File: src/reader_pkg.sv
// constants shared by the host-facing queue, timer and interrupt logic
// assumes a single 40 MHz clock and an active-low asynchronous reset
//==============================================================
package reader_pkg;
    //==========================================================
    // queue geometry
    localparam int QUEUE_DEPTH = 64;
    localparam int BYTE_W      = 8;
    localparam int CNT_W       = 7;
    localparam int WM_W        = 6;
    //==========================================================
    // timer widths and clock rates
    localparam int PRESCALE_W    = 12;
    localparam int COUNTER_W     = 16;
    localparam int MCLK_KHZ      = 40000;
    localparam int TIMER_CLK_KHZ = 6780;
    localparam int DIV_W         = 16;
    //==========================================================
    // interrupt flag positions
    localparam int IRQ_W     = 8;
    localparam int IRQ_TIMER = 0;
    localparam int IRQ_ERR   = 1;
    localparam int IRQ_LOW   = 2;
    localparam int IRQ_HIGH  = 3;
    localparam int IRQ_IDLE  = 4;
    localparam int IRQ_RX    = 5;
    localparam int IRQ_TX    = 6;
    localparam int IRQ_CRC   = 7;
    //==========================================================
    // error status layout
    localparam int ERR_W       = 8;
    localparam int ERR_OVERRUN = 4;
    typedef enum logic {TMR_IDLE, TMR_RUN} timer_state_type;
endpackage

File: src/queue_if.sv
// handshake bundle between the queue storage and its user
// assumes both ends share one clock
interface queue_if #(
    parameter int W  = 8,
    parameter int CW = 7
) ();
    logic          wrValid;
    logic          wrReady;
    logic [W-1:0]  wrData;
    logic          rdValid;
    logic          rdReady;
    logic [W-1:0]  rdData;
    logic          flush;
    logic [CW-1:0] count;
    modport fifo_side (input wrValid, wrData, rdReady, flush,
                       output wrReady, rdValid, rdData, count);
    modport user_side (output wrValid, wrData, rdReady, flush,
                       input wrReady, rdValid, rdData, count);
endinterface

File: src/tick_divider.sv
// fractional divider making a one-cycle enable at a slower rate
// assumes INC is below MOD so ticks never bunch up
module tick_divider #(
    parameter int INC = 6780,
    parameter int MOD = 40000,
    parameter int W   = 16
) (
    input  wire logic clk,
    input  wire logic rstN,
    output logic      tick
);
    logic [W:0] sum;
    logic [W-1:0] acc_reg;
    //==========================================================
    // phase accumulator, wraps once per output tick
    assign sum = {1'b0, acc_reg} + (W+1)'(INC);
    always_ff @(posedge clk or negedge rstN) begin
        if (!rstN) begin
            acc_reg <= '0;
            tick    <= 1'b0;
        end else if (sum >= (W+1)'(MOD)) begin
            acc_reg <= W'(sum - (W+1)'(MOD));
            tick    <= 1'b1;
        end else begin
            acc_reg <= sum[W-1:0];
            tick    <= 1'b0;
        end
    end
endmodule

File: src/queue_fifo.sv
// byte queue storage with flush, fill count and valid/ready sides
// assumes the user never reads and flushes expecting the read data
module queue_fifo #(
    parameter int WIDTH = 8,
    parameter int DEPTH = 64
) (
    input  wire logic clk,
    input  wire logic rstN,
    queue_if.fifo_side q
);
    localparam int AW = $clog2(DEPTH);
    localparam int CW = $clog2(DEPTH + 1);
    logic [WIDTH-1:0] mem [DEPTH];
    logic [AW-1:0]    wrPtr_reg;
    logic [AW-1:0]    rdPtr_reg;
    logic [CW-1:0]    cnt_reg;
    logic             doWr;
    logic             doRd;

    function automatic logic [AW-1:0] nextPtr(input logic [AW-1:0] p);
        return (p == AW'(DEPTH - 1)) ? '0 : p + 1'b1;
    endfunction
    //==========================================================
    // handshake terms
    assign q.wrReady = (cnt_reg != CW'(DEPTH));
    assign q.rdValid = (cnt_reg != '0);
    assign q.rdData  = mem[rdPtr_reg];
    assign q.count   = cnt_reg;
    assign doWr = q.wrValid & q.wrReady & ~q.flush;
    assign doRd = q.rdReady & q.rdValid & ~q.flush;
    // storage array, no reset needed
    always_ff @(posedge clk) begin
        if (doWr) begin
            mem[wrPtr_reg] <= q.wrData;
        end
    end
    // pointers and count, flush wins over traffic
    always_ff @(posedge clk or negedge rstN) begin
        if (!rstN) begin
            wrPtr_reg <= '0;
            rdPtr_reg <= '0;
            cnt_reg   <= '0;
        end else if (q.flush) begin
            wrPtr_reg <= '0;
            rdPtr_reg <= '0;
            cnt_reg   <= '0;
        end else begin
            if (doWr) begin
                wrPtr_reg <= nextPtr(wrPtr_reg);
            end
            if (doRd) begin
                rdPtr_reg <= nextPtr(rdPtr_reg);
            end
            cnt_reg <= CW'(cnt_reg + CW'(doWr) - CW'(doRd));
        end
    end
endmodule

File: src/host_fifo_timer_irq.sv
// host-facing queue, reload timer and interrupt flags of the reader
// assumes host and command engine strobes are synchronous to mclk
module host_fifo_timer_irq #(
    parameter int DEPTH = reader_pkg::QUEUE_DEPTH
) (
    input  wire logic                             mclk,
    input  wire logic                             arst_n,
    input  wire logic                             hostWrStb,
    input  wire logic [reader_pkg::BYTE_W-1:0]    hostWrData,
    input  wire logic                             hostRdStb,
    output logic      [reader_pkg::BYTE_W-1:0]    hostRdData,
    input  wire logic                             queueClearBit,
    output logic      [reader_pkg::CNT_W-1:0]     queueByteCount,
    input  wire logic [reader_pkg::WM_W-1:0]      watermarkThreshold,
    output logic                                  almostFullFlag,
    output logic                                  almostEmptyFlag,
    input  wire logic                             smWrValid,
    input  wire logic [reader_pkg::BYTE_W-1:0]    smWrData,
    output logic                                  smWrReady,
    output logic                                  smRdValid,
    output logic      [reader_pkg::BYTE_W-1:0]    smRdData,
    input  wire logic                             smRdReady,
    input  wire logic [reader_pkg::ERR_W-1:0]     uartErrors,
    output logic      [reader_pkg::ERR_W-1:0]     errorStatus,
    input  wire logic [reader_pkg::PRESCALE_W-1:0] prescaleReload,
    input  wire logic [reader_pkg::COUNTER_W-1:0] counterReload,
    output logic      [reader_pkg::COUNTER_W-1:0] counterValue,
    input  wire logic                             timerAutoReload,
    input  wire logic                             timerProtocolAutostart,
    input  wire logic                             protocolStartEvt,
    input  wire logic                             timerManualGo,
    input  wire logic                             timerManualHalt,
    output logic                                  timerActiveStatus,
    input  wire logic                             transmitDoneEvt,
    input  wire logic                             checksumDoneEvt,
    input  wire logic                             receiveDoneEvt,
    input  wire logic                             commandFinishedEvt,
    input  wire logic [reader_pkg::IRQ_W-1:0]     irqEnable,
    input  wire logic [reader_pkg::IRQ_W-1:0]     irqFlagSet,
    input  wire logic [reader_pkg::IRQ_W-1:0]     irqFlagClear,
    output logic      [reader_pkg::IRQ_W-1:0]     irqFlags,
    output logic                                  irqSummary,
    output logic                                  irqPin
);
    localparam logic [reader_pkg::CNT_W-1:0] FULL_CNT =
        reader_pkg::CNT_W'(reader_pkg::QUEUE_DEPTH);

    queue_if #(.W(reader_pkg::BYTE_W), .CW(reader_pkg::CNT_W)) q ();

    logic                               overrun_reg;
    logic                               almostFullNow;
    logic                               almostEmptyNow;
    logic                               timerTick;
    logic                               counterStep;
    logic                               timerStart;
    logic                               timeoutEvt;
    logic                               armed_reg;
    logic [reader_pkg::PRESCALE_W-1:0]  pre_reg;
    logic [reader_pkg::COUNTER_W-1:0]   cnt_reg;
    reader_pkg::timer_state_type        state_reg;
    logic [reader_pkg::IRQ_W-1:0]       events;
    logic [reader_pkg::IRQ_W-1:0]       flags_next;

    //==========================================================
    // queue storage and the timer tick divider
    queue_fifo #(.WIDTH(reader_pkg::BYTE_W), .DEPTH(DEPTH)) u_fifo (
        .clk  (mclk),
        .rstN (arst_n),
        .q    (q)
    );

    tick_divider #(
        .INC (reader_pkg::TIMER_CLK_KHZ),
        .MOD (reader_pkg::MCLK_KHZ),
        .W   (reader_pkg::DIV_W)
    ) u_div (
        .clk  (mclk),
        .rstN (arst_n),
        .tick (timerTick)
    );

    //==========================================================
    // queue port sharing, host strobes take priority
    assign q.wrValid = hostWrStb | smWrValid;
    assign q.wrData  = hostWrStb ? hostWrData : smWrData;
    assign q.rdReady = hostRdStb | smRdReady;
    assign q.flush   = queueClearBit;
    assign smWrReady = q.wrReady & ~hostWrStb & ~queueClearBit;
    assign smRdValid = q.rdValid & ~hostRdStb & ~queueClearBit;
    assign smRdData  = q.rdData;
    assign queueByteCount = q.count;

    // host read data captured from the head byte
    always_ff @(posedge mclk or negedge arst_n) begin
        if (!arst_n) begin
            hostRdData <= '0;
        end else if (hostRdStb) begin
            hostRdData <= q.rdValid ? q.rdData : '0;
        end
    end

    // sticky overrun, only the clear bit removes it
    always_ff @(posedge mclk or negedge arst_n) begin
        if (!arst_n) begin
            overrun_reg <= 1'b0;
        end else if (hostWrStb && !q.wrReady) begin
            overrun_reg <= 1'b1;
        end else if (queueClearBit) begin
            overrun_reg <= 1'b0;
        end
    end

    //==========================================================
    // watermark alerts
    assign almostFullNow  = (FULL_CNT - q.count) <=
                            {1'b0, watermarkThreshold};
    assign almostEmptyNow = q.count <= {1'b0, watermarkThreshold};

    always_ff @(posedge mclk or negedge arst_n) begin
        if (!arst_n) begin
            almostFullFlag  <= 1'b0;
            almostEmptyFlag <= 1'b0;
            errorStatus     <= '0;
        end else begin
            almostFullFlag  <= almostFullNow;
            almostEmptyFlag <= almostEmptyNow;
            errorStatus <= uartErrors |
                ({{(reader_pkg::ERR_W-1){1'b0}}, overrun_reg}
                 << reader_pkg::ERR_OVERRUN);
        end
    end

    //==========================================================
    // two-stage timer: prescaler feeds the counter
    assign timerStart  = timerManualGo |
                         (timerProtocolAutostart & protocolStartEvt);
    assign counterStep = (state_reg == reader_pkg::TMR_RUN) &&
                         timerTick && (pre_reg == '0);
    assign timeoutEvt  = counterStep && !armed_reg &&
                         (cnt_reg == 16'h0001);

    always_ff @(posedge mclk or negedge arst_n) begin
        if (!arst_n) begin
            state_reg <= reader_pkg::TMR_IDLE;
            pre_reg   <= '0;
            cnt_reg   <= '0;
            armed_reg <= 1'b0;
        end else if (timerManualHalt) begin
            state_reg <= reader_pkg::TMR_IDLE;
        end else if (timerStart) begin
            state_reg <= reader_pkg::TMR_RUN;
            pre_reg   <= prescaleReload;
            cnt_reg   <= counterReload;
            armed_reg <= 1'b1;
        end else if (state_reg == reader_pkg::TMR_RUN && timerTick) begin
            if (pre_reg != '0) begin
                pre_reg <= pre_reg - 1'b1;
            end else begin
                pre_reg <= prescaleReload;
                // first step after a start holds, so a stage lasts reload+1
                if (armed_reg) begin
                    armed_reg <= 1'b0;
                end else if (cnt_reg != '0) begin
                    cnt_reg <= cnt_reg - 1'b1;
                    if (cnt_reg == 16'h0001 && !timerAutoReload) begin
                        state_reg <= reader_pkg::TMR_IDLE;
                    end
                end else if (timerAutoReload) begin
                    cnt_reg <= counterReload;
                end else begin
                    state_reg <= reader_pkg::TMR_IDLE;
                end
            end
        end
    end
    // expiry feeds only the flag below, nothing else reacts to it
    assign counterValue      = cnt_reg;
    assign timerActiveStatus = (state_reg == reader_pkg::TMR_RUN);

    //==========================================================
    // event vector into latched flags
    always_comb begin
        events = '0;
        events[reader_pkg::IRQ_TIMER] = timeoutEvt;
        events[reader_pkg::IRQ_ERR]   = |errorStatus;
        events[reader_pkg::IRQ_LOW]   = almostEmptyNow & ~almostEmptyFlag;
        events[reader_pkg::IRQ_HIGH]  = almostFullNow & ~almostFullFlag;
        events[reader_pkg::IRQ_IDLE]  = commandFinishedEvt;
        events[reader_pkg::IRQ_RX]    = receiveDoneEvt;
        events[reader_pkg::IRQ_TX]    = transmitDoneEvt;
        events[reader_pkg::IRQ_CRC]   = checksumDoneEvt;
    end

    // set beats clear in the same cycle
    assign flags_next = (irqFlags & ~irqFlagClear) | irqFlagSet | events;

    always_ff @(posedge mclk or negedge arst_n) begin
        if (!arst_n) begin
            irqFlags <= '0;
        end else begin
            irqFlags <= flags_next;
        end
    end

    // summary bit and request pin from enabled flags
    assign irqSummary = |(irqFlags & irqEnable);
    assign irqPin     = irqSummary;
endmodule

File: config.mk
export PLATFORM = sky130hd
export DESIGN_NAME = host_fifo_timer_irq
export DESIGN_NICKNAME = d
export VERILOG_FILES = /design/src/reader_pkg.sv /design/src/queue_if.sv /design/src/tick_divider.sv /design/src/queue_fifo.sv /design/src/host_fifo_timer_irq.sv
export SDC_FILE = /design/constraint.sdc
export NUM_CORES = 1
export LEC_CHECK = 0
export ABC_AREA = 1
export BUFFER_PORTS_ARGS = -buffer_cell sky130_fd_sc_hd__buf_2
export CAP_MARGIN = 20
export CORE_UTILIZATION = 55
export DETAILED_ROUTE_END_ITERATION = 10
export PLACE_DENSITY_LB_ADDON = 0.3
export REMOVE_ABC_BUFFERS = 1
export SYNTH_ARGS = -nofsm -noshare
export SYNTH_HDL_FRONTEND = slang
export SYNTH_HIERARCHICAL = 1
export SYNTH_SLANG_ARGS = --single-unit
File: constraint.sdc
create_clock -name mclk -period 6.76 [get_ports mclk]
set_clock_uncertainty 0.2 [all_clocks]
set_input_delay 1.014 -clock mclk [delete_from_list [all_inputs] [get_ports mclk]]
set_output_delay 1.014 -clock mclk [all_outputs]
set_load 0.1 [all_outputs]
**Word-level counts from Yosys, hierarchy flattened**

Memory sizes are Yosys's and may differ from the RTL's.
Index checks and enable logic that the tools add are counted.

- Memories kept: 1
- Bits in writable memories: 512
- Bits in latches: 0
- Word-level logic and storage cells: 124
- Bits of input ports: 98
- ROM bits: 0
- Register bits: 93

- Reduce and logical (&&, ||, !) cells: 25
- Multipliers: 0
- Bitwise gates (word level): 26
- Divide/modulo/power cells: 0
- Equal/unequal tests: 10
- Order comparisons: 3
- Shift operators: 0
- Multiplexer cells: 35
- $add $sub $neg: 9

Memories:

| memory | words | bits a word | rd ports | clocked after memory_dff | wr ports | RTL line | text |
|---|---|---|---|---|---|---|---|
| u_fifo.mem | 64 | 8 | 1 | 0 | 1 | queue_fifo.sv:13 | `logic [WIDTH-1:0] mem [DEPTH];` |

Operator list:

| kind | count |
|---|---|
| $mux 16 | 7 |
| $mux 12 | 3 |
| $mux 6 | 6 |
| $add 16x13->17 const B | 1 |
| $ge 17x16->1 const B | 1 |
| $and 8x8->8 | 2 |
| $eq 16x1->1 const B | 1 |
| $mux 1 | 16 |
| $mux 8 | 2 |
| $or 8x8->8 | 2 |
| $reduce_bool 16->1 | 1 |
| $reduce_or 8->1 | 2 |
| $sub 16x1->16 const B | 1 |
| $sub 16x16->16 const B | 1 |
| $le 7x6->1 | 2 |
| $add 6x1->6 const B | 2 |
| $eq 6x6->1 const B | 2 |
| $logic_not 12->1 | 1 |
| $reduce_bool 12->1 | 1 |
| $sub 12x1->12 const B | 1 |
| $and 1x1->1 | 11 |
| $reduce_and 5->1 | 2 |
| $not 8->8 | 1 |
| $or 8x5->8 | 1 |
| 18 further kinds | 38 |

**Longest topological paths before layout**

- Depth in word-level cells: 9
- Mapped depth: 19

**By module**

The synthesis kept the hierarchy.

By module, submodules not included:

| module | times used | cells an instance | area each (µm²) |
|---|---|---|---|
| queue_fifo | 1 | 2174 | 23457.5 |
| host_fifo_timer_irq | 1 | 548 | 3743.6 |
| tick_divider | 1 | 215 | 1330.0 |

**Worst setup path before layout**

OpenSTA, ideal clock, no wires.

- Path kind: flip-flop to output port
- Start: register u_fifo.cnt_reg[2] (netlist: u_fifo/q.count[2])
- End: output smRdValid
- Data arrival time: 4144 ps
- Path buffers: 1
- Path slack: 1402 ps
- Cell stages (with the launch flop): 7
- Cells stage by stage: dfrtp_1 inv_1 ha_1 nor3b_1 nand3b_1 clkbuf_1 nor3b_1

- Cells in the longest elaborated chain, start to end: 3

Ends and longest elaborated chain:

| element | RTL line | text |
|---|---|---|
| start: declaration | queue_fifo.sv:16 | `logic [CW-1:0] cnt_reg;` |
| start signal: assignment | queue_fifo.sv:54 | `cnt_reg <= CW'(cnt_reg + CW'(doWr) - CW'(doRd));` |
| $reduce_bool 7->1 | queue_fifo.sv:26 | `assign q.rdValid = (cnt_reg != '0);` |
| net q.rdValid | queue_if.sv:10 | `logic rdValid;` |
| $and 1x1->1 (2 in series) | host_fifo_timer_irq.sv:89 | `assign smRdValid = q.rdValid & ~hostRdStb & ~queueClearBit;` |
| end: declaration | host_fifo_timer_irq.sv:20 | `output logic smRdValid,` |

The timed path passes the listed nets, and every way through them passes these cells.

**Worst setup path after layout**

- Start: register u_fifo.rdPtr_reg[0]
- End: output smRdData[6] (netlist name)

- Cells in the longest elaborated chain, start to end: 1

Ends and longest elaborated chain:

| element | RTL line | text |
|---|---|---|
| start: declaration | queue_fifo.sv:15 | `logic [AW-1:0] rdPtr_reg;` |
| start signal: assignment | queue_fifo.sv:52 | `rdPtr_reg <= nextPtr(rdPtr_reg);` |
| $mem_v2 64x8 | - |  |
| end: declaration | host_fifo_timer_irq.sv:21 | `output logic [reader_pkg::BYTE_W-1:0] smRdData,` |

No other way between the ends.

==> metrics.md <==
| Metric | Value |
|---|---|
| Slew margin rel. | 0.214 |
| Seq cells post-synth | 603 |
| Fillers | roughly 4100 |
| R2R depth | 8 |
| Pwr Density | roughly 370 nW/um2 |
| Critical Path AT | slightly above 4 ns |
| Die H | roughly 230 um |
| Setup TNS | 0 ns |
| Period utilization | 0.783 |
| Tightest Pin Transition | around 1.2 ns |
| Reg2reg setup slack | roughly 2.1 ns |
| Clock Path Buffers | 3 |
| Setup repair bufs after CTS | 0 |
| Post-synthesis cell area | 28500 um2 |
| P_leak | 13.6 nW |
| I/O Pins | 160 |
| Most common cell after layout, fill and taps aside | nand2_1 |
| Full die area | about 53000 um2 |
| Worst-Skew Late Latency | just over 0.6 ns |
| Util after Layout | 0.618 |
| Nets | 3185 |
| Initial antenna violation count | 0 |
| TritonCTS Buffers | 66 |
| DP HPWL | between 40000 and 50000 um |
| CP max stage delay | between 0.8 and 0.9 ns |
| Async set-reset flop share out of synthesis | 0.151 |
| WL/cell | ~19 um |
| Crit. End Element | output port |
| Total grt overflow | 0 |
| RSZ-0062 raised after global routing | no |
| Total of warnings raised by yosys | 6 |
| Worst path slowest cell | dfrtp_4 |
| Drt via density | 5.57 |
| Peak supply drop | ~470 uV |
| Worst Setup EP | smRdData[6] |
| Hold WC Path Type | in -> async |
| Critical R2R Launch | u_fifo/q.count[3] |
| Max Fclk | roughly 0.19 GHz |
| 1st-iter DRT viols | roughly 2400 |
| # diodes | 0 |
| DRT Pass-1 Iters | 9 |
| Layout cell share with drive strength beyond 1 | 0.125 |
| Largest net degree at the start of global routing | about 180 |
| GP Congestion | between 0.8 and 0.9 |
| Clock slew at reported path FFs | about 0.06 ns |
| Setup crit start kind | register |
| Vias | around 21000 |
| Yosys cell types | 45 |
| Status | completed |
| # hold bufs at CTS | 0 |
| Placement Rows | 83 |
| Port Buffer Count | approximately 160 |
| Area Growth Syn to Fin | 11.2% |
| Final Hold Fails | 0 |
| Worst Path Max Fanout | 81 |
| PostCTS Resize Cnt | 0 |
| H-tree depth | 3 |
| Final setup vio count | 0 |
| Crit path launch | u_fifo/rdPtr_reg[0] |
| Dominant synthesized flop cell | edfxtp_1 |
| Antenna Nets Post-Route | 0 |
| Syn Inst Count | 2937 |
| Crit path kind | reg -> out |
| Core ar. | between 50000 and 60000 um2 |
| Post-route minimum period | 5.29 ns |
| Total GRT Usage | 0.268 |
| Count of pins over their slew limit | 0 |
| Number of global-route vias before repair | 20400 |
| Sequential element share of the synthesized area | 0.619 |
| Max reg flops | 512 |
| # DRC | 0 |
| CP cell instances | inv_4, buf_4, nand2_1, nand2_1, nand2_1, nand3_1, nand3_1, nand3_1, nand3_1, nand2_1, buf_2 |
| First-pass GRT wire length | ~110000 um |
| Starting Density | 0.556 |
| Die W | ~230 um |
| Crit path required time | 5.55 ns |
| FF-to-FF End | u_fifo/mem[18][1] |
| Max cap viols | 0 |
| Clk sink count | 603 |
| Post-synth EDFFs | between 500 and 600 |
| Mean area per synthesized cell | ~9.7 um2 |
| Drt total wl | between 70000 and 80000 um |
| CTS tree | yes |
| Clk root buf | clkbuf_16 |
| Most frequent cells in the layout | nand2_1 (780), edfxtp_1 (512), nand3_1 (487), inv_1 (424), nor2_1 (167) |
| Total Power | roughly 12 mW |
-- metal layers --
metal | global-route usage | wire [um]
met5 | 0 | 0
met4 | 0.109 | 2450
met3 | 0.0424 | 5970
met2 | 0.448 | 33900
met1 | 0.351 | 27800
-- synthesized netlist by cell type (5+ instances only) --
cell,number,share of area
a21oi_1,21,0.0037
buf_2,69,0.012
buf_4,10,0.0026
buf_6,19,0.0075
clkbuf_1,27,0.0036
clkinv_1,7,0.00092
dfrtp_1,91,0.080
edfxtp_1,512,0.54
ha_1,31,0.014
inv_1,426,0.056
inv_2,8,0.0011
nand2_1,788,0.10
nand2_2,8,0.0018
nand3_1,487,0.085
nand3b_1,5,0.0013
nand4_1,19,0.0042
nand4_2,6,0.0026
nor2_1,167,0.022
nor3_1,6,0.0011
o211ai_1,19,0.0050
o211ai_2,24,0.011
o21ai_0,56,0.0098
o22ai_1,8,0.0018
or2_1,24,0.0053
or2_2,43,0.0094
xnor2_1,8,0.0025
xor2_1,18,0.0055
-- power breakdown --
group	internal (mW)	switching, mW	leakage, nW
combinational	0.932	2.83	6.88
sequential	4.20	0.230	5.71
clock	2.03	1.45	1.02
-- worst max-delay path, delay by kind of cell (launching register included) --
family | cells | cell delay [ns]
buffers and inverters | 3 | 1.63
flip-flops | 1 | 0.81
AND/OR/NAND/NOR | 8 | 0.94
-- cells by family after synthesis --
kind of cell,after synthesis,share of synthesized area
AOI/OAI and AO/OA,136,0.0329
adders and majority gates,32,0.0143
and+or+nand+nor,1569,0.242
buffers and inverters,571,0.0845
DFF,603,0.619
xor gates and xnor gates,26,0.00798
-- how the worst min path moves through the flow --
stage              startpoint                to  cells past startpoint  slack [ns]
3_3_place_gp   errorStatus[6]       irqFlags[1]                      2        0.26
4_1_cts                arst_n  counterValue[11]                      1        0.25
2_1_floorplan     overrun_reg    errorStatus[4]                      1        0.24
5_1_grt                arst_n  counterValue[11]                      1        0.29
3_5_place_dp   errorStatus[6]       irqFlags[1]                      2        0.27
6_report               arst_n  counterValue[10]                      1        0.25
-- per-stage QoR --
step,hold slack (ns),cells,setup slack (ns),instance area (um2)
final,0.252,3784,1.47,31700
after global routing,0.286,3784,1.27,31700
after CTS,0.254,3784,1.53,31700
after detailed placement,0.272,3667,2.05,29600
after global placement,0.261,3667,2.20,29600
after floorplan,0.240,2807,-4.75,27800
-- layout make-up --
| class | count | area [um2] | share of cell area |
|---|---|---|---|
| inverters | 441 | 1660 | 0.0523 |
| repair buffers | 180 | 981 | 0.0309 |
| flip-flops and latches | 603 | 17700 | 0.557 |
| multi-input cells | 1763 | 8490 | 0.268 |
| clock inverters | 28 | 256 | 0.00808 |
| well taps | 680 | 851 | 0.0268 |
| clock buffers | 89 | 1830 | 0.0577 |
Power figures use the tool's default switching activity.
